<file path="config.mk">
export PLATFORM = sky130hd
export DESIGN_NAME = lct_device_flat
export DESIGN_NICKNAME = d
export VERILOG_FILES = /design/src/lct_pkg.sv /design/src/lct_link_if.sv /design/src/lct_device.sv /design/src/flat_wrapper.sv
export SDC_FILE = /design/constraint.sdc
export NUM_CORES = 1
export LEC_CHECK = 0
export BUFFER_PORTS_ARGS = -buffer_cell sky130_fd_sc_hd__buf_2
export CORE_UTILIZATION = 45
export CTS_CLUSTER_SIZE = 16
export DETAILED_ROUTE_END_ITERATION = 16
export PLACE_DENSITY_LB_ADDON = 0.3
export SETUP_SLACK_MARGIN = 0.15
export SKIP_LAST_GASP = 1
export SYNTH_ARGS = -nofsm -noshare
export SYNTH_HDL_FRONTEND = slang
export SYNTH_SLANG_ARGS = --single-unit
</file>
<file path="constraint.sdc">
create_clock -name mclk -period 3.55 [get_ports mclk]
set_input_delay 0.71 -clock mclk [delete_from_list [all_inputs] [get_ports mclk]]
set_output_delay 0.71 -clock mclk [all_outputs]
set_load 0.02 [all_outputs]
</file>
<file path="src/lct_pkg.sv">
// Constants shared by both ends of the log command transport link.
// Assumes a single 20 MHz clock shared by host end and device end.
// Contract
// - Non-data commands interleave freely with anything
// - Host finishes data phase before next command
// - Plain reads/writes may sit between data transfers
// - Any reset terminates an executing command
// - No indication of termination after reset
// - Command packet of 512 bytes to page E0h
// - SMART issue uses fixed task-file values
// - Success returns error 00h, status 50h
// - Failure returns error 04h, status 51h
// - SMART success result in count/number
// - Sectors remaining in cylinder low/high
// - SMART error extended status in count/number
// - Extended issue uses fixed task-file values
// - Extended responses use current halves only
// - Locked security fails every command; code checks the lock only at packet end, not on data transfers
// - Action code bytes 1:0, function 3:2
// - Data transfer without command gives 000Bh
package lct_pkg;
	localparam logic [7:0]  CMD_SMART      = 8'hb0;
	localparam logic [7:0]  CMD_WRLOGEXT   = 8'h3f;
	localparam logic [7:0]  CMD_RDLOGEXT   = 8'h2f;
	localparam logic [7:0]  FEAT_SMART_WR  = 8'hd6;
	localparam logic [7:0]  FEAT_SMART_RD  = 8'hd5;
	localparam logic [7:0]  CYL_LO_SMART   = 8'h4f;
	localparam logic [7:0]  CYL_HI_SMART   = 8'hc2;
	localparam logic [7:0]  PAGE_CMD       = 8'he0;
	localparam logic [7:0]  PAGE_DATA      = 8'he1;
	localparam logic [7:0]  ONE_SECTOR     = 8'h01;
	localparam logic [7:0]  ZERO_BYTE      = 8'h00;
	localparam logic [7:0]  STAT_OK        = 8'h50;
	localparam logic [7:0]  STAT_ERR       = 8'h51;
	localparam logic [7:0]  ERR_ABORT      = 8'h04;
	localparam logic [15:0] XS_OK          = 16'h0000;
	localparam logic [15:0] XS_BAD_ACTION  = 16'h0010;
	localparam logic [15:0] XS_NO_CMD      = 16'h000b;
	localparam logic [15:0] XS_LOCKED      = 16'h0012;
	localparam logic [15:0] XS_NESTED      = 16'h0003;
	localparam int          PACKET_WORDS   = 256;
	localparam int          ACTION_WORD    = 0;
	localparam int          FUNCTION_WORD  = 1;
	localparam logic [15:0] ACT_WRITE_SAME = 16'h0002;
	localparam logic [15:0] ACT_DATA_TABLE = 16'h0005;
	localparam logic [15:0] ACT_MAX_STD    = 16'h0005;
	localparam logic [15:0] ACT_VENDOR_LO  = 16'hc000;
	// APB register offsets of the host end
	localparam logic [7:0]  OFS_CMD        = 8'h00;
	localparam logic [7:0]  OFS_ARG        = 8'h04;
	localparam logic [7:0]  OFS_RESULT     = 8'h08;
	localparam logic [7:0]  OFS_IRQ_STAT   = 8'h0c;
	localparam logic [7:0]  OFS_IRQ_MASK   = 8'h10;
	localparam logic [7:0]  OFS_STATE      = 8'h14;
	localparam int          IRQ_DONE       = 0;
	localparam int          IRQ_FAIL       = 1;
	localparam logic [1:0]  IRQ_MASK_RST   = 2'h0;
	// Host orders in OFS_CMD bits 1:0
	localparam logic [1:0]  ORD_SMART      = 2'h0;
	localparam logic [1:0]  ORD_EXT        = 2'h1;
	localparam logic [1:0]  ORD_DATA       = 2'h2;
	localparam logic [1:0]  ORD_RESET      = 2'h3;
endpackage : lct_pkg

</file>
<file path="src/lct_link_if.sv">
// Task-file link between host controller end and device end.
// Assumes both ends on mclk; one command issued at a time.
`timescale 1ns/1ps
`default_nettype none
interface lct_link_if;
	logic        cmdValid;   // One-cycle pulse: task file below valid
	logic [7:0]  tfCommand;
	logic [7:0]  tfFeature;
	logic [15:0] tfCount;    // Previous half in 15:8
	logic [15:0] tfLbaLow;
	logic [15:0] tfLbaMid;
	logic [15:0] tfLbaHigh;
	logic [7:0]  tfDevice;
	logic        wordValid;  // Packet word beat
	logic [15:0] wordData;
	logic        devReset;   // One-cycle pulse: any reset type
	logic        respValid;  // One-cycle pulse
	logic [7:0]  rsError;
	logic [7:0]  rsStatus;
	logic [15:0] rsCount;
	logic [15:0] rsLbaLow;
	logic [15:0] rsLbaMid;
	logic [15:0] rsLbaHigh;
	modport host (output cmdValid, tfCommand, tfFeature, tfCount, tfLbaLow, tfLbaMid, tfLbaHigh,
		tfDevice, wordValid, wordData, devReset,
		input respValid, rsError, rsStatus, rsCount, rsLbaLow, rsLbaMid, rsLbaHigh);
	modport dev (input cmdValid, tfCommand, tfFeature, tfCount, tfLbaLow, tfLbaMid, tfLbaHigh,
		tfDevice, wordValid, wordData, devReset,
		output respValid, rsError, rsStatus, rsCount, rsLbaLow, rsLbaMid, rsLbaHigh);
endinterface : lct_link_if
`default_nettype wire

</file>
<file path="src/lct_device.sv">
// Device end: decodes transport commands, collects the packet, answers.
// Assumes host drives the link on mclk; securityLocked is a pin input.
//
// The address map and register access over APB were chosen for this implementation.
`timescale 1ns/1ps
`default_nettype none
module lct_device #(
	parameter int DATA_SECTORS = 1
) (
	input  wire logic   mclk,
	input  wire logic   rst_b,
	lct_link_if.dev     link,
	input  wire logic   securityLocked,
	output logic        cmdAccepted,
	output logic [15:0] actionCode,
	output logic [15:0] functionCode,
	output logic        dataPending
);
	initial
	begin
		if (DATA_SECTORS < 1 || DATA_SECTORS > 65535)
			$error("DATA_SECTORS out of range");
	end

	typedef enum logic [1:0] {LCTD_IDLE = 2'b00, LCTD_PKT = 2'b01, LCTD_RESP = 2'b11} lctd_state_e;

	////////////////////////////////////////////////////////////////////////
	// Decoding
	function automatic logic isSmartIssue(input logic [7:0] c, f, input logic [15:0] n, lo, mi, hi);
		isSmartIssue = c == lct_pkg::CMD_SMART && f == lct_pkg::FEAT_SMART_WR && n[7:0] == lct_pkg::ONE_SECTOR
			&& lo[7:0] == lct_pkg::PAGE_CMD && mi[7:0] == lct_pkg::CYL_LO_SMART
			&& hi[7:0] == lct_pkg::CYL_HI_SMART;
	endfunction : isSmartIssue

	function automatic logic isExtIssue(input logic [7:0] c, input logic [15:0] n, lo, mi);
		isExtIssue = c == lct_pkg::CMD_WRLOGEXT && n == {lct_pkg::ZERO_BYTE, lct_pkg::ONE_SECTOR}
			&& lo[7:0] == lct_pkg::PAGE_CMD && mi == {lct_pkg::ZERO_BYTE, lct_pkg::ZERO_BYTE};
	endfunction : isExtIssue

	function automatic logic isDataXfer(input logic [7:0] c, f, input logic [15:0] lo);
		isDataXfer = lo[7:0] == lct_pkg::PAGE_DATA && (c == lct_pkg::CMD_WRLOGEXT
			|| c == lct_pkg::CMD_RDLOGEXT || (c == lct_pkg::CMD_SMART
			&& (f == lct_pkg::FEAT_SMART_WR || f == lct_pkg::FEAT_SMART_RD)));
	endfunction : isDataXfer

	logic [7:0] secLocked1_r, secLocked2_r;
	lctd_state_e state_r, state_nxt;
	logic [7:0]  wordCnt_r, wordCnt_nxt;
	logic [15:0] act_r, act_nxt, fun_r, fun_nxt;
	logic        pend_r, pend_nxt, ext_r, ext_nxt, ok_r, ok_nxt;
	logic [15:0] xs_r, xs_nxt, left_r, left_nxt;
	logic        rv_r, rv_nxt;
	logic        cmdAcc_r, cmdAcc_nxt;

	always_ff @(posedge mclk or negedge rst_b)
	begin
		if (!rst_b)
		begin
			secLocked1_r <= 8'h00;
			secLocked2_r <= 8'h00;
		end
		else
		begin
			secLocked1_r <= {7'h00, securityLocked};
			secLocked2_r <= secLocked1_r;
		end
	end

	////////////////////////////////////////////////////////////////////////
	// Command sequencing
	always_comb
	begin
		state_nxt   = state_r;
		wordCnt_nxt = wordCnt_r;
		act_nxt     = act_r;
		fun_nxt     = fun_r;
		pend_nxt    = pend_r;
		ext_nxt     = ext_r;
		ok_nxt      = ok_r;
		xs_nxt      = xs_r;
		left_nxt    = left_r;
		rv_nxt      = 1'b0;
		cmdAcc_nxt  = 1'b0;
		case (state_r)
			LCTD_IDLE:
			begin
				if (link.cmdValid)
				begin
					ext_nxt = link.tfCommand != lct_pkg::CMD_SMART;
					if (isSmartIssue(link.tfCommand, link.tfFeature, link.tfCount, link.tfLbaLow,
						link.tfLbaMid, link.tfLbaHigh) || isExtIssue(link.tfCommand, link.tfCount,
						link.tfLbaLow, link.tfLbaMid))
					begin
						state_nxt   = LCTD_PKT;
						wordCnt_nxt = 8'h00;
					end
					else if (isDataXfer(link.tfCommand, link.tfFeature, link.tfLbaLow))
					begin
						// Standard commands in between leave pend_r alone
						state_nxt = LCTD_RESP;
						ok_nxt    = pend_r;
						xs_nxt    = pend_r ? lct_pkg::XS_OK : lct_pkg::XS_NO_CMD;
						left_nxt  = pend_r ? left_r - 16'h0001 : 16'h0000;
						pend_nxt  = pend_r && left_r != 16'h0001;
					end
				end
			end
			LCTD_PKT:
			begin
				if (link.wordValid)
				begin
					if (wordCnt_r == 8'(lct_pkg::ACTION_WORD))
						act_nxt = link.wordData;
					if (wordCnt_r == 8'(lct_pkg::FUNCTION_WORD))
						fun_nxt = link.wordData;
					wordCnt_nxt = wordCnt_r + 8'h01;
					if (wordCnt_r == 8'(lct_pkg::PACKET_WORDS - 1))
					begin
						state_nxt = LCTD_RESP;
						left_nxt  = 16'h0000;
						if (secLocked2_r[0])
						begin
							ok_nxt = 1'b0;
							xs_nxt = lct_pkg::XS_LOCKED;
						end
						else if (pend_r)
						begin
							ok_nxt = 1'b0;
							xs_nxt = lct_pkg::XS_NESTED;
						end
						else if (act_r == 16'h0000 || (act_r > lct_pkg::ACT_MAX_STD
							&& act_r < lct_pkg::ACT_VENDOR_LO))
						begin
							ok_nxt = 1'b0;
							xs_nxt = lct_pkg::XS_BAD_ACTION;
						end
						else
						begin
							ok_nxt = 1'b1;
							xs_nxt = lct_pkg::XS_OK;
							if (act_r == lct_pkg::ACT_WRITE_SAME || act_r == lct_pkg::ACT_DATA_TABLE)
							begin
								pend_nxt = 1'b1;
								left_nxt = 16'(DATA_SECTORS);
							end
						end
					end
				end
			end
			LCTD_RESP:
			begin
				rv_nxt    = 1'b1;
				cmdAcc_nxt = ok_r;
				state_nxt = LCTD_IDLE;
			end
			default:
				state_nxt = LCTD_IDLE;
		endcase
		if (link.devReset)
		begin
			// Silent abort, nothing reported afterwards
			state_nxt = LCTD_IDLE;
			pend_nxt  = 1'b0;
			left_nxt  = 16'h0000;
			rv_nxt    = 1'b0;
			cmdAcc_nxt = 1'b0;
		end
	end

	always_ff @(posedge mclk or negedge rst_b)
	begin
		if (!rst_b)
		begin
			state_r   <= LCTD_IDLE;
			wordCnt_r <= 8'h00;
			act_r     <= 16'h0000;
			fun_r     <= 16'h0000;
			pend_r    <= 1'b0;
			ext_r     <= 1'b0;
			ok_r      <= 1'b0;
			xs_r      <= 16'h0000;
			left_r    <= 16'h0000;
			rv_r      <= 1'b0;
			cmdAcc_r  <= 1'b0;
		end
		else
		begin
			state_r   <= state_nxt;
			wordCnt_r <= wordCnt_nxt;
			act_r     <= act_nxt;
			fun_r     <= fun_nxt;
			pend_r    <= pend_nxt;
			ext_r     <= ext_nxt;
			ok_r      <= ok_nxt;
			xs_r      <= xs_nxt;
			left_r    <= left_nxt;
			rv_r      <= rv_nxt;
			cmdAcc_r  <= cmdAcc_nxt;
		end
	end

	////////////////////////////////////////////////////////////////////////
	// Response task file
	always_comb
	begin
		link.respValid = rv_r;
		link.rsError   = ok_r ? 8'h00 : lct_pkg::ERR_ABORT;
		link.rsStatus  = ok_r ? lct_pkg::STAT_OK : lct_pkg::STAT_ERR;
		// Result on success, extended status on error; both are xs_r
		link.rsCount   = {8'h00, xs_r[7:0]};
		link.rsLbaLow  = {8'h00, xs_r[15:8]};
		link.rsLbaMid  = {8'h00, left_r[7:0]};
		link.rsLbaHigh = {8'h00, left_r[15:8]};
	end

	assign cmdAccepted  = cmdAcc_r;
	assign actionCode   = act_r;
	assign functionCode = fun_r;
	assign dataPending  = pend_r;
endmodule : lct_device
`default_nettype wire

</file>
<file path="src/flat_wrapper.sv">
// flat-port wrapper written by rule: the top's interface ports become plain ports
module lct_device_flat 
#(
	parameter int DATA_SECTORS = 1
)
  (mclk, rst_b, securityLocked, cmdAccepted, actionCode, functionCode, dataPending, link_cmdValid, link_tfCommand, link_tfFeature, link_tfCount, link_tfLbaLow, link_tfLbaMid, link_tfLbaHigh, link_tfDevice, link_wordValid, link_wordData, link_devReset, link_respValid, link_rsError, link_rsStatus, link_rsCount, link_rsLbaLow, link_rsLbaMid, link_rsLbaHigh);
  lct_link_if link_i ();
  input  wire logic mclk;
  input  wire logic rst_b;
  input  wire logic securityLocked;
  output logic cmdAccepted;
  output logic [15:0] actionCode;
  output logic [15:0] functionCode;
  output logic dataPending;
  input wire logic [$bits(link_i.cmdValid)-1:0] link_cmdValid;
  input wire logic [$bits(link_i.tfCommand)-1:0] link_tfCommand;
  input wire logic [$bits(link_i.tfFeature)-1:0] link_tfFeature;
  input wire logic [$bits(link_i.tfCount)-1:0] link_tfCount;
  input wire logic [$bits(link_i.tfLbaLow)-1:0] link_tfLbaLow;
  input wire logic [$bits(link_i.tfLbaMid)-1:0] link_tfLbaMid;
  input wire logic [$bits(link_i.tfLbaHigh)-1:0] link_tfLbaHigh;
  input wire logic [$bits(link_i.tfDevice)-1:0] link_tfDevice;
  input wire logic [$bits(link_i.wordValid)-1:0] link_wordValid;
  input wire logic [$bits(link_i.wordData)-1:0] link_wordData;
  input wire logic [$bits(link_i.devReset)-1:0] link_devReset;
  output wire logic [$bits(link_i.respValid)-1:0] link_respValid;
  output wire logic [$bits(link_i.rsError)-1:0] link_rsError;
  output wire logic [$bits(link_i.rsStatus)-1:0] link_rsStatus;
  output wire logic [$bits(link_i.rsCount)-1:0] link_rsCount;
  output wire logic [$bits(link_i.rsLbaLow)-1:0] link_rsLbaLow;
  output wire logic [$bits(link_i.rsLbaMid)-1:0] link_rsLbaMid;
  output wire logic [$bits(link_i.rsLbaHigh)-1:0] link_rsLbaHigh;
  assign link_i.cmdValid = link_cmdValid;
  assign link_i.tfCommand = link_tfCommand;
  assign link_i.tfFeature = link_tfFeature;
  assign link_i.tfCount = link_tfCount;
  assign link_i.tfLbaLow = link_tfLbaLow;
  assign link_i.tfLbaMid = link_tfLbaMid;
  assign link_i.tfLbaHigh = link_tfLbaHigh;
  assign link_i.tfDevice = link_tfDevice;
  assign link_i.wordValid = link_wordValid;
  assign link_i.wordData = link_wordData;
  assign link_i.devReset = link_devReset;
  assign link_respValid = link_i.respValid;
  assign link_rsError = link_i.rsError;
  assign link_rsStatus = link_i.rsStatus;
  assign link_rsCount = link_i.rsCount;
  assign link_rsLbaLow = link_i.rsLbaLow;
  assign link_rsLbaMid = link_i.rsLbaMid;
  assign link_rsLbaHigh = link_i.rsLbaHigh;
  lct_device #(.DATA_SECTORS(DATA_SECTORS)) u_core (.mclk(mclk), .rst_b(rst_b), .link(link_i), .securityLocked(securityLocked), .cmdAccepted(cmdAccepted), .actionCode(actionCode), .functionCode(functionCode), .dataPending(dataPending));
endmodule
</file>
==> results.json, run 1 <==
{
  "worstSetupEndpointType": "flip-flop",
  "place.port_buffers": 142,
  "layout.cells.non_filler": 652,
  "cts_sinks": 68,
  "power_frac_clock_pct": 40.6,
  "final_cell_mix": "142 x buf_2, 68 x dfrtp_1, 58 x conb_1, 33 x mux2_2",
  "slowest_stage": "or4bb_1",
  "min_period_over_period_pct": 76.10,
  "rsz0062_at_grt": "false",
  "fin_skew_ps": 14.18,
  "maxCapViolCount": 0,
  "clockBufferDepth": 2,
  "syn-cell-area_mm2": 0.003973,
  "grt_usage_pct": 20.68,
  "antenna_found_initial": 0,
  "p_per_area_mw_per_mm2": 339.7,
  "min_path_type": "input port to asynchronous set/reset pin",
  "clk_latency_ps": 360,
  "clockRootBuffer": "clkbuf_8",
  "post_cts_buffers": 0,
  "tns_ps": 0,
  "drive_above_1_share_pct": 36.93,
  "leakagePower_nw": 2.647,
  "dp.cells": 636,
  "crit_type": "input port to flip-flop",
  "arrival_ps": 2950,
  "slew_headroom_pct": 16.11,
  "num-nets-final": 657,
  "status": "finished clean",
  "initial_core_util_pct": 47.40,
  "vias": 3411,
  "synthArstFlopShare_pct": 100.0,
  "utilization_pct": 56.58,
  "drt_iter0_drc": 136,
  "place_congestion": 0.8368,
  "fillers": 778,
  "p_sw_uw": 450.6,
  "placed_area_mm2": 0.004543,
  "synthFlopType": "dfrtp_1",
  "synth-compound-area-share_pct": 13.20,
  "yosys_warnings": 0,
  "crit_chain": "buf_2, or4bb_1, nor4_1, nor3b_2, or4_1, nand3_1, o41ai_1",
  "die_area_mm2": 0.009207,
  "ios": 225,
  "combPwrFrac_pct": 10.6,
  "n_antenna_cell": 0,
  "viasPerCell": 5.232,
  "place_ws_ps": 453.1,
  "worst_slew_pin_slew_ps": 1254,
  "drc": 0,
  "core_region_area_mm2": 0.008382,
  "total_power_mw": 1.611,
  "slew_violations": 0,
  "die_w_um": 95.96,
  "dp_hpwl_um": 6908,
  "swShare_pct": 27.97,
  "synth.area.mux_share_pct": 9.354,
  "ys_seq_area_share_pct": 42.83,
  "numCtsBuffers": 9,
  "required_ps": 3800,
  "synth_cells": 405,
  "grt_overflow": 0,
  "clk_pin_slew_ps": 80,
  "hold_buffers": 0,
  "crit_path_max_fanout": 9,
  "p_int_mw": 1.161,
  "layout_commonest_cell": "buf_2",
  "setup_ws_ps": 848.3,
  "wl_um": 9210,
  "synth_cell_types": 50,
  "cts_tree": "done",
  "synth-xor-area-share_pct": 0.2205,
  "setup_viol": 0,
  "wl_per_cell_um": 14.13,
  "dr.pass1.iters": 4,
  "path_buf_inv": 1,
  "synth_top_family_by_area": "simple AND/OR/NAND/NOR gates",
  "holdWs_ps": 308.7,
  "cp-start-kind": "input port",
  "hold_violations": 0,
  "synth_edf_count": 0,
  "max_freq_ghz": 0.3701,
  "htreeDepth": 3,
  "grt_pass1_wl_um": 14430,
  "cts-resized-gates": 0,
  "num_rows": 33,
  "fin_area_mm2": 0.004742,
  "synthAdderAreaFrac_pct": 1.575,
  "period_needed_ps": 2702,
  "p_seq_share_pct": 48.7,
  "die_h_um": 95.96,
  "slowest_delay_ps": 480,
  "grt_pass1_vias": 2987,
  "synth_seq_cells": 68,
  "vdd_drop_max_uv": 209.4,
  "syn_area_per_cell_um2": 9.809,
  "postRouteAntennaNets": 0,
  "yosys.area_share.simple_pct": 18.80,
  "syn_to_final_growth_pct": 19.37,
  "critPathTopFamily": "simple AND/OR/NAND/NOR gates",
  "grt_max_degree": 48
}
==> final timing paths <==
path                                         from                      to  slack, ps  depth (start not counted)
min                                         rst_b      u_core.cmdAccepted        310                          1
max in group asynchronous                   rst_b     u_core.wordCnt_r[5]       2250                          2
min reg2reg                u_core.secLocked1_r[0]  u_core.secLocked2_r[0]        360                          0
min in group mclk          u_core.secLocked1_r[0]  u_core.secLocked2_r[0]        360                          0
max                             link_tfCommand[1]        u_core.left_r[9]        850                          7
max reg2reg                     u_core.state_r[0]        u_core.left_r[2]       1040                          6
==> per-layer routing <==
layer / part of all wire [%] / up-vias / track usage [%]
li1: - / 1629 / -
met1: 44 / 1637 / 26.73
met2: 48 / 132 / 32.68
met3: 6.8 / 13 / 6.161
met4: 1.8 / 0 / 7.836
met5: 0 / - / 0
==> Yosys cell counts (2+ instances only) <==
cell | n | area, µm²
dfrtp_1 | 68 | 1702
buf_4 | 59 | 442.9
mux2_2 | 33 | 371.6
nand2_1 | 22 | 82.58
nor2_1 | 22 | 82.58
nor3_1 | 19 | 95.09
o21ai_0 | 19 | 95.09
a21oi_1 | 16 | 80.08
clkbuf_1 | 13 | 48.80
inv_1 | 12 | 45.04
nor4_1 | 12 | 75.07
nand4_1 | 8 | 50.05
a21o_1 | 7 | 52.55
nand3_1 | 7 | 35.03
nor3b_1 | 7 | 52.55
or4_1 | 7 | 52.55
a221o_1 | 6 | 60.06
o211ai_1 | 6 | 45.04
ha_1 | 5 | 62.56
o31ai_1 | 5 | 37.54
or3_1 | 5 | 31.28
and2_1 | 4 | 25.02
and3_1 | 3 | 18.77
nand4b_1 | 3 | 26.28
nor2b_1 | 3 | 18.77
buf_1 | 2 | 7.510
conb_1 | 2 | 7.510
nand2b_1 | 2 | 12.51
nor4b_1 | 2 | 17.52
o211a_1 | 2 | 20.02
o21bai_1 | 2 | 15.01
o32ai_1 | 2 | 17.52
o41ai_1 | 2 | 17.52
or2_2 | 2 | 12.51
==> state kept, by name, indices dropped and copies added, names as in the netlist <==
| signal | count |
|---|---|
| u_core.left_r | 16 |
| u_core.ok_r | 1 |
| u_core.functionCode | 16 |
| u_core.xs_r | 4 |
| u_core.wordCnt_r | 8 |
| u_core.secLocked1_r | 1 |
| u_core.link.respValid | 1 |
| u_core.secLocked2_r | 1 |
| u_core.actionCode | 16 |
| u_core.state_r | 2 |
| u_core.cmdAccepted | 1 |
| u_core.dataPending | 1 |
==> cell type report <==
cell class              instances  area [µm²]  area share (%)
clock buffers                   9       123.9           2.612
clock inverters                 7       75.07           1.583
inverters                      12       45.04          0.9499
multi-input cells             306        1932           40.74
flip-flops and latches         68        1702           35.88
well taps                     105       131.4           2.770
repair buffers                145       733.2           15.46
==> worst register-to-register path, cell delays in order, from the launching register on <==
cell	delay [ps]
dfrtp_1	530
nand2b_1	170
a21o_1	460
a21oi_1	220
o32ai_1	670
o21ai_0	240
o31ai_1	120
==> power groups by stage <==
stage,registers [mW],logic (mW),clock network (mW)
floorplan,0.801,0.144,0
global placement,0.800,0.168,0
detailed placement,0.800,0.171,0
CTS,0.784,0.172,0.672
global route,0.786,0.194,0.708
finish,0.785,0.172,0.655
==> logic make-up after synthesis <==
family                   after synthesis
AND/OR/NAND/NOR                      134
buffers and inverters                 87
AO/OA/AOI/OAI                         75
flip-flops                            68
multiplexers                          33
adder cells (fa/ha/maj)                5
other                                  2
XOR/XNOR                               1
(Power assumes the default switching activity.)
==> inputs of run 2 (changes only) <==
ABC_AREA = 1   (was not set)
CORE_UTILIZATION = 42   (was 45)
clock period = 2.3 ns   (was 3.55 ns; I/O delays follow)
==> results.json, run 2 <==
{
  "max_freq_ghz": 0.5316,
  "grt_max_degree": 33,
  "ios": 225,
  "min_period_over_period_pct": 81.78,
  "synth_top_area_share_pct": 38.29,
  "synthTopCellsByArea": "dfrtp_1 38%, nand2_1 14%, buf_4 10%",
  "syn_to_final_growth_pct": 18.83,
  "syn-cell-area_mm2": 0.004444,
  "synthArstFlopShare_pct": 100.0,
  "die_h_um": 104.9,
  "n_antenna_cell": 0,
  "antenna_found_initial": 0,
  "total_power_mw": 2.526,
  "synth_seq_cells": 68,
  "synth_cells": 625,
  "core_region_area_mm2": 0.01028,
  "initial_core_util_pct": 43.24,
  "grt_overflow": 0,
  "grt_pass1_wl_um": 17150,
  "drt_iter0_drc": 203,
  "cts_sinks": 68,
  "final_cell_mix": "161 x nand2_1, 142 x buf_2, 81 x nor2_1, 77 x inv_1, 68 x dfrtp_1",
  "maxCapViolCount": 0,
  "crit_type": "flip-flop to flip-flop",
  "drc": 0,
  "required_ps": 2580,
  "clockRootBuffer": "clkbuf_8",
  "hold_violations": 0,
  "drive_above_1_share_pct": 23.61,
  "crit_path_max_fanout": 5,
  "rsz0062_at_grt": "false",
  "slowest_delay_ps": 470,
  "wl_per_cell_um": 11.17,
  "worst_slew_pin_slew_ps": 696.0,
  "postRouteAntennaNets": 0,
  "p_per_area_mw_per_mm2": 478.3,
  "synth_common_cells": "161 x nand2_1, 81 x nor2_1, 77 x inv_1",
  "leakagePower_nw": 3.086,
  "num-nets-final": 885,
  "vias": 4193,
  "layout_commonest_cell": "nand2_1",
  "grt_pass1_vias": 3855,
  "syn_area_per_cell_um2": 7.111,
  "dp_hpwl_um": 7834,
  "htreeDepth": 3,
  "synth.most_common_cell": "nand2_1",
  "numCtsBuffers": 9,
  "dp.cells": 894,
  "crit_chain": "inv_1, ha_1, nand2_1, nor3_1, nand2_1, xor2_1, nor2_1, nand2_1, nand2_1",
  "place_congestion": 0.8156,
  "crit_top_cell": "nand2_1",
  "num_rows": 37,
  "dr.pass1.iters": 4,
  "cp-start-kind": "flip-flop",
  "synthFlopType": "dfrtp_1",
  "slew_headroom_pct": 53.60,
  "viasPerCell": 4.603,
  "ys_seq_area_share_pct": 38.29,
  "synth_edf_count": 0,
  "path_buf_inv": 1,
  "slowest_stage": "nor3_1",
  "die_area_mm2": 0.01100,
  "worstSetupEndpointType": "flip-flop",
  "tns_ps": 0,
  "cts_tree": "done",
  "clk_pin_slew_ps": 80,
  "layout.cells.non_filler": 911,
  "fin_skew_ps": 6.086,
  "clockBufferDepth": 2,
  "rrSetupSlack_ps": 420,
  "grt_usage_pct": 19.33,
  "period_needed_ps": 1881,
  "yosys_warnings": 0,
  "min_path_type": "input port to asynchronous set/reset pin",
  "critPathTopFamily": "simple AND/OR/NAND/NOR gates",
  "arrival_ps": 2160,
  "slew_violations": 0,
  "synth_cell_types": 35,
  "clk_latency_ps": 350,
  "synth_top_area_cell": "dfrtp_1",
  "wl_um": 10170,
  "setup_viol": 0,
  "place.port_buffers": 142,
  "status": "finished clean",
  "die_w_um": 104.9,
  "hold_buffers": 0,
  "vdd_drop_max_uv": 380.2
}
## run 2: cell types whose count changed in the layout (fill, tap and decap cells not counted), sizes merged, moves of 29 or more
cell   previous run  this run
nand3             7        36
o21ai            19        54
inv              13        84
nor2             22        84
nand2            22       165
mux2             33         0
## run 2: final timing paths
kind | start | cells past startpoint | to
max | u_core.left_r[0] | 9 | u_core.left_r[10]
min | rst_b | 1 | u_core.left_r[8]
max reg2reg | u_core.left_r[0] | 9 | u_core.left_r[10]
min reg2reg | u_core.secLocked1_r[0] | 0 | u_core.secLocked2_r[0]
max in group asynchronous | rst_b | 2 | u_core.cmdAccepted
min in group mclk | securityLocked | 1 | u_core.secLocked1_r[0]
## run 2: cells by family (layout without fill, tap and decap cells)
family                   count (synthesis)  after routing  share of synthesized area, %
XOR/XNOR                                16             16                         3.153
buffers and inverters                  151            244                         18.41
AND/OR/NAND/NOR                        321            322                         31.02
flip-flops                              68             68                         38.29
other                                    2             58                        0.1690
adder cells (fa/ha/maj)                  5              5                         1.408
AO/OA/AOI/OAI                           62             62                         7.545
## run 2: repair_timing
item                                    4_1_cts  5_1_grt
endpoints found under the setup margin        0        7
setup buffers                                 0        0
gates resized for setup                       0        1
## run 2: power breakdown
group	switching, mW	internal (mW)
clock network	0.505	0.506
logic	0.210	0.0913
registers	0.00871	1.20
total	0.724	1.80
## run 2: area by class of cell
type | count | area (µm²)
clock inverter | 7 | 75.07
sequential | 68 | 1702
inverter | 82 | 307.8
clock buffer | 9 | 123.9
tap | 136 | 170.2
timing repair buffer | 146 | 753.2
fill | 1045 | 4996
multi-input combinational | 463 | 2150
## run 2: through the flow
| step | cell area (µm²) | hold WS [ps] | setup WS, ps | utilization [%] |
|---|---|---|---|---|
| after floorplan | 4654 | 164.4 | 599.4 | - |
| after global placement | 5067 | 347.5 | 373.1 | 49.31 |
| after detailed placement | 5067 | 338.5 | 345.3 | 49.31 |
| after CTS | 5266 | 165.6 | 345.8 | 51.24 |
| after global routing | 5281 | 184.6 | 189.0 | 51.39 |
| final | 5281 | 145.3 | 419.0 | 51.39 |
## run 2: worst reg2reg max path, cell delays in order (launching register included)
cell     delay (ps)
dfrtp_1         420
inv_1           110
ha_1            200
nand2_1         110
nor3_1          470
nand2_1         130
xor2_1          160
nor2_1           90
nand2_1          60
nand2_1          70
## run 2: routing by layer
metal / vias to the layer above / part of all wire [%] / routed length, µm / track usage (%)
met2: 163 / 47 / 4742 / 32.40
met3: 14 / 7.0 / 709 / 5.739
met4: 0 / 1.7 / 169 / 4.930
met5: - / 0 / 0 / 0
li1: 2122 / - / - / -
met1: 1894 / 45 / 4552 / 24.31
==> inputs of run 3 (changes only) <==
CORE_UTILIZATION = 45   (was 42)
clock period = 1.95 ns   (was 2.3 ns; I/O delays follow)
==> results.json, run 3 (synthesis results as in run 2) <==
{
  "place_congestion": 0.8491,
  "clockRootBuffer": "clkbuf_8",
  "cts_tree": "done",
  "wl_um": 10200,
  "postRouteAntennaNets": 0,
  "dp_hpwl_um": 7682,
  "crit_path_max_fanout": 13,
  "slew_violations": 0,
  "numCtsBuffers": 9,
  "leakagePower_nw": 3.123,
  "grt_usage_pct": 20.79,
  "min_path_type": "input port to asynchronous set/reset pin",
  "required_ps": 2190,
  "arrival_ps": 1930,
  "place_ws_ps": 35.59,
  "critPathLaunch": "u_core.wordCnt_r[0]",
  "worstSetupEndpointType": "flip-flop",
  "fillers": 888,
  "layout_commonest_cell": "nand2_1",
  "ios": 225,
  "drt_iter0_drc": 178,
  "clk_latency_ps": 350,
  "layout.cells.non_filler": 913,
  "hold_buffers": 0,
  "cts_sinks": 68,
  "n_antenna_cell": 0,
  "p_per_area_mw_per_mm2": 534.7,
  "wl_per_cell_um": 11.17,
  "rsz0062_at_grt": "false",
  "num-nets-final": 894,
  "grt_pass1_wl_um": 16920,
  "grt_overflow": 0,
  "setup_ws_ps": 260.9,
  "vias": 4209,
  "die_h_um": 101.4,
  "syn_to_final_growth_pct": 20.58,
  "holdWs_ps": 30.80,
  "viasPerCell": 4.610,
  "placed_area_mm2": 0.005074,
  "grt_max_degree": 69,
  "antenna_found_initial": 0,
  "setup_viol": 0,
  "fin_area_mm2": 0.005359,
  "hold_violations": 0,
  "clockBufferDepth": 2,
  "period_needed_ps": 1689,
  "dp.cells": 889,
  "seq_area_mm2": 0.001704,
  "num_rows": 35,
  "utilization_pct": 56.92,
  "die_w_um": 101.4,
  "maxCapViolCount": 0,
  "rr_startpoint": "u_core.wordCnt_r[0]",
  "max_freq_ghz": 0.5920,
  "vdd_drop_max_uv": 340.7,
  "drc": 0,
  "tns_ps": 0,
  "dr.pass1.iters": 5,
  "crit_type": "flip-flop to flip-flop",
  "final_cell_mix": "160 x nand2_1, 142 x buf_2, 79 x nor2_1, 76 x inv_1, 66 x dfrtp_1",
  "status": "finished clean",
  "core_region_area_mm2": 0.009415,
  "die_area_mm2": 0.01028,
  "htreeDepth": 3,
  "clk_pin_slew_ps": 80,
  "grt_pass1_vias": 3909,
  "initial_core_util_pct": 47.20,
  "drive_above_1_share_pct": 25.38,
  "multiInputGateArea_mm2": 0.002181,
  "total_power_mw": 2.866,
  "min_period_over_period_pct": 86.62,
  "place.port_buffers": 142,
  "fin_skew_ps": 10.05,
  "cp-start-kind": "flip-flop"
}
## run 3: critical path, cell delays in order (launching register included)
cell     delay, ps
dfrtp_1        400
ha_2           200
inv_2           60
nor2_1          40
nand2_1         90
nor2_2          50
a21oi_2        210
nor2_4          50
nand2_4        140
nand2_4        150
nand2_1        120
o21ai_2         50
## run 3: layout make-up
| type | instances | area share (%) |
|---|---|---|
| clock buffer | 11 | 2.638 |
| clock inverter | 5 | 0.7004 |
| tap | 129 | 3.012 |
| multi-input combinational | 464 | 40.70 |
| timing repair buffer | 154 | 15.18 |
| sequential | 68 | 31.80 |
| inverter | 82 | 5.977 |
## run 3: report_power, final
| part | switching (mW) | total, mW | internal (mW) | leakage (nW) |
|---|---|---|---|---|
| registers | 0.00963 | 1.43 | 1.42 | 0.927 |
| logic | 0.253 | 0.366 | 0.113 | 2.11 |
| clock network | 0.571 | 1.07 | 0.498 | 0.0855 |
## run 3: worst paths after layout
kind                            slack [ps]                endpoint  depth (start not counted)
max in group asynchronous             1600       u_core.state_r[0]                          2
min in group mclk                      150  u_core.secLocked1_r[0]                          1
worst max register to register         260        u_core.left_r[5]                         11
worst max-delay path                   260        u_core.left_r[5]                         11
worst min-delay path                    30  u_core.functionCode[9]                          2
worst min register to register         360  u_core.secLocked2_r[0]                          0
## run 3: per-layer routing
| metal | GRT usage [%] | wire [µm] | up-vias |
|---|---|---|---|
| met3 | 5.590 | 732 | 22 |
| li1 | - | - | 2141 |
| met1 | 25.52 | 4371 | 1872 |
| met5 | 0 | 0 | - |
| met4 | 7.692 | 239 | 0 |
| met2 | 35.11 | 4855 | 174 |
## run 3: repair_timing
action | 4_1_cts | 5_1_grt
gates cloned | 1 | 1
pin swaps | 1 | 6
setup endpoints to repair | 17 | 24
gates resized for setup | 2 | 12
endpoints found under the hold margin | 0 | 0
buffers inserted | 1 | 5
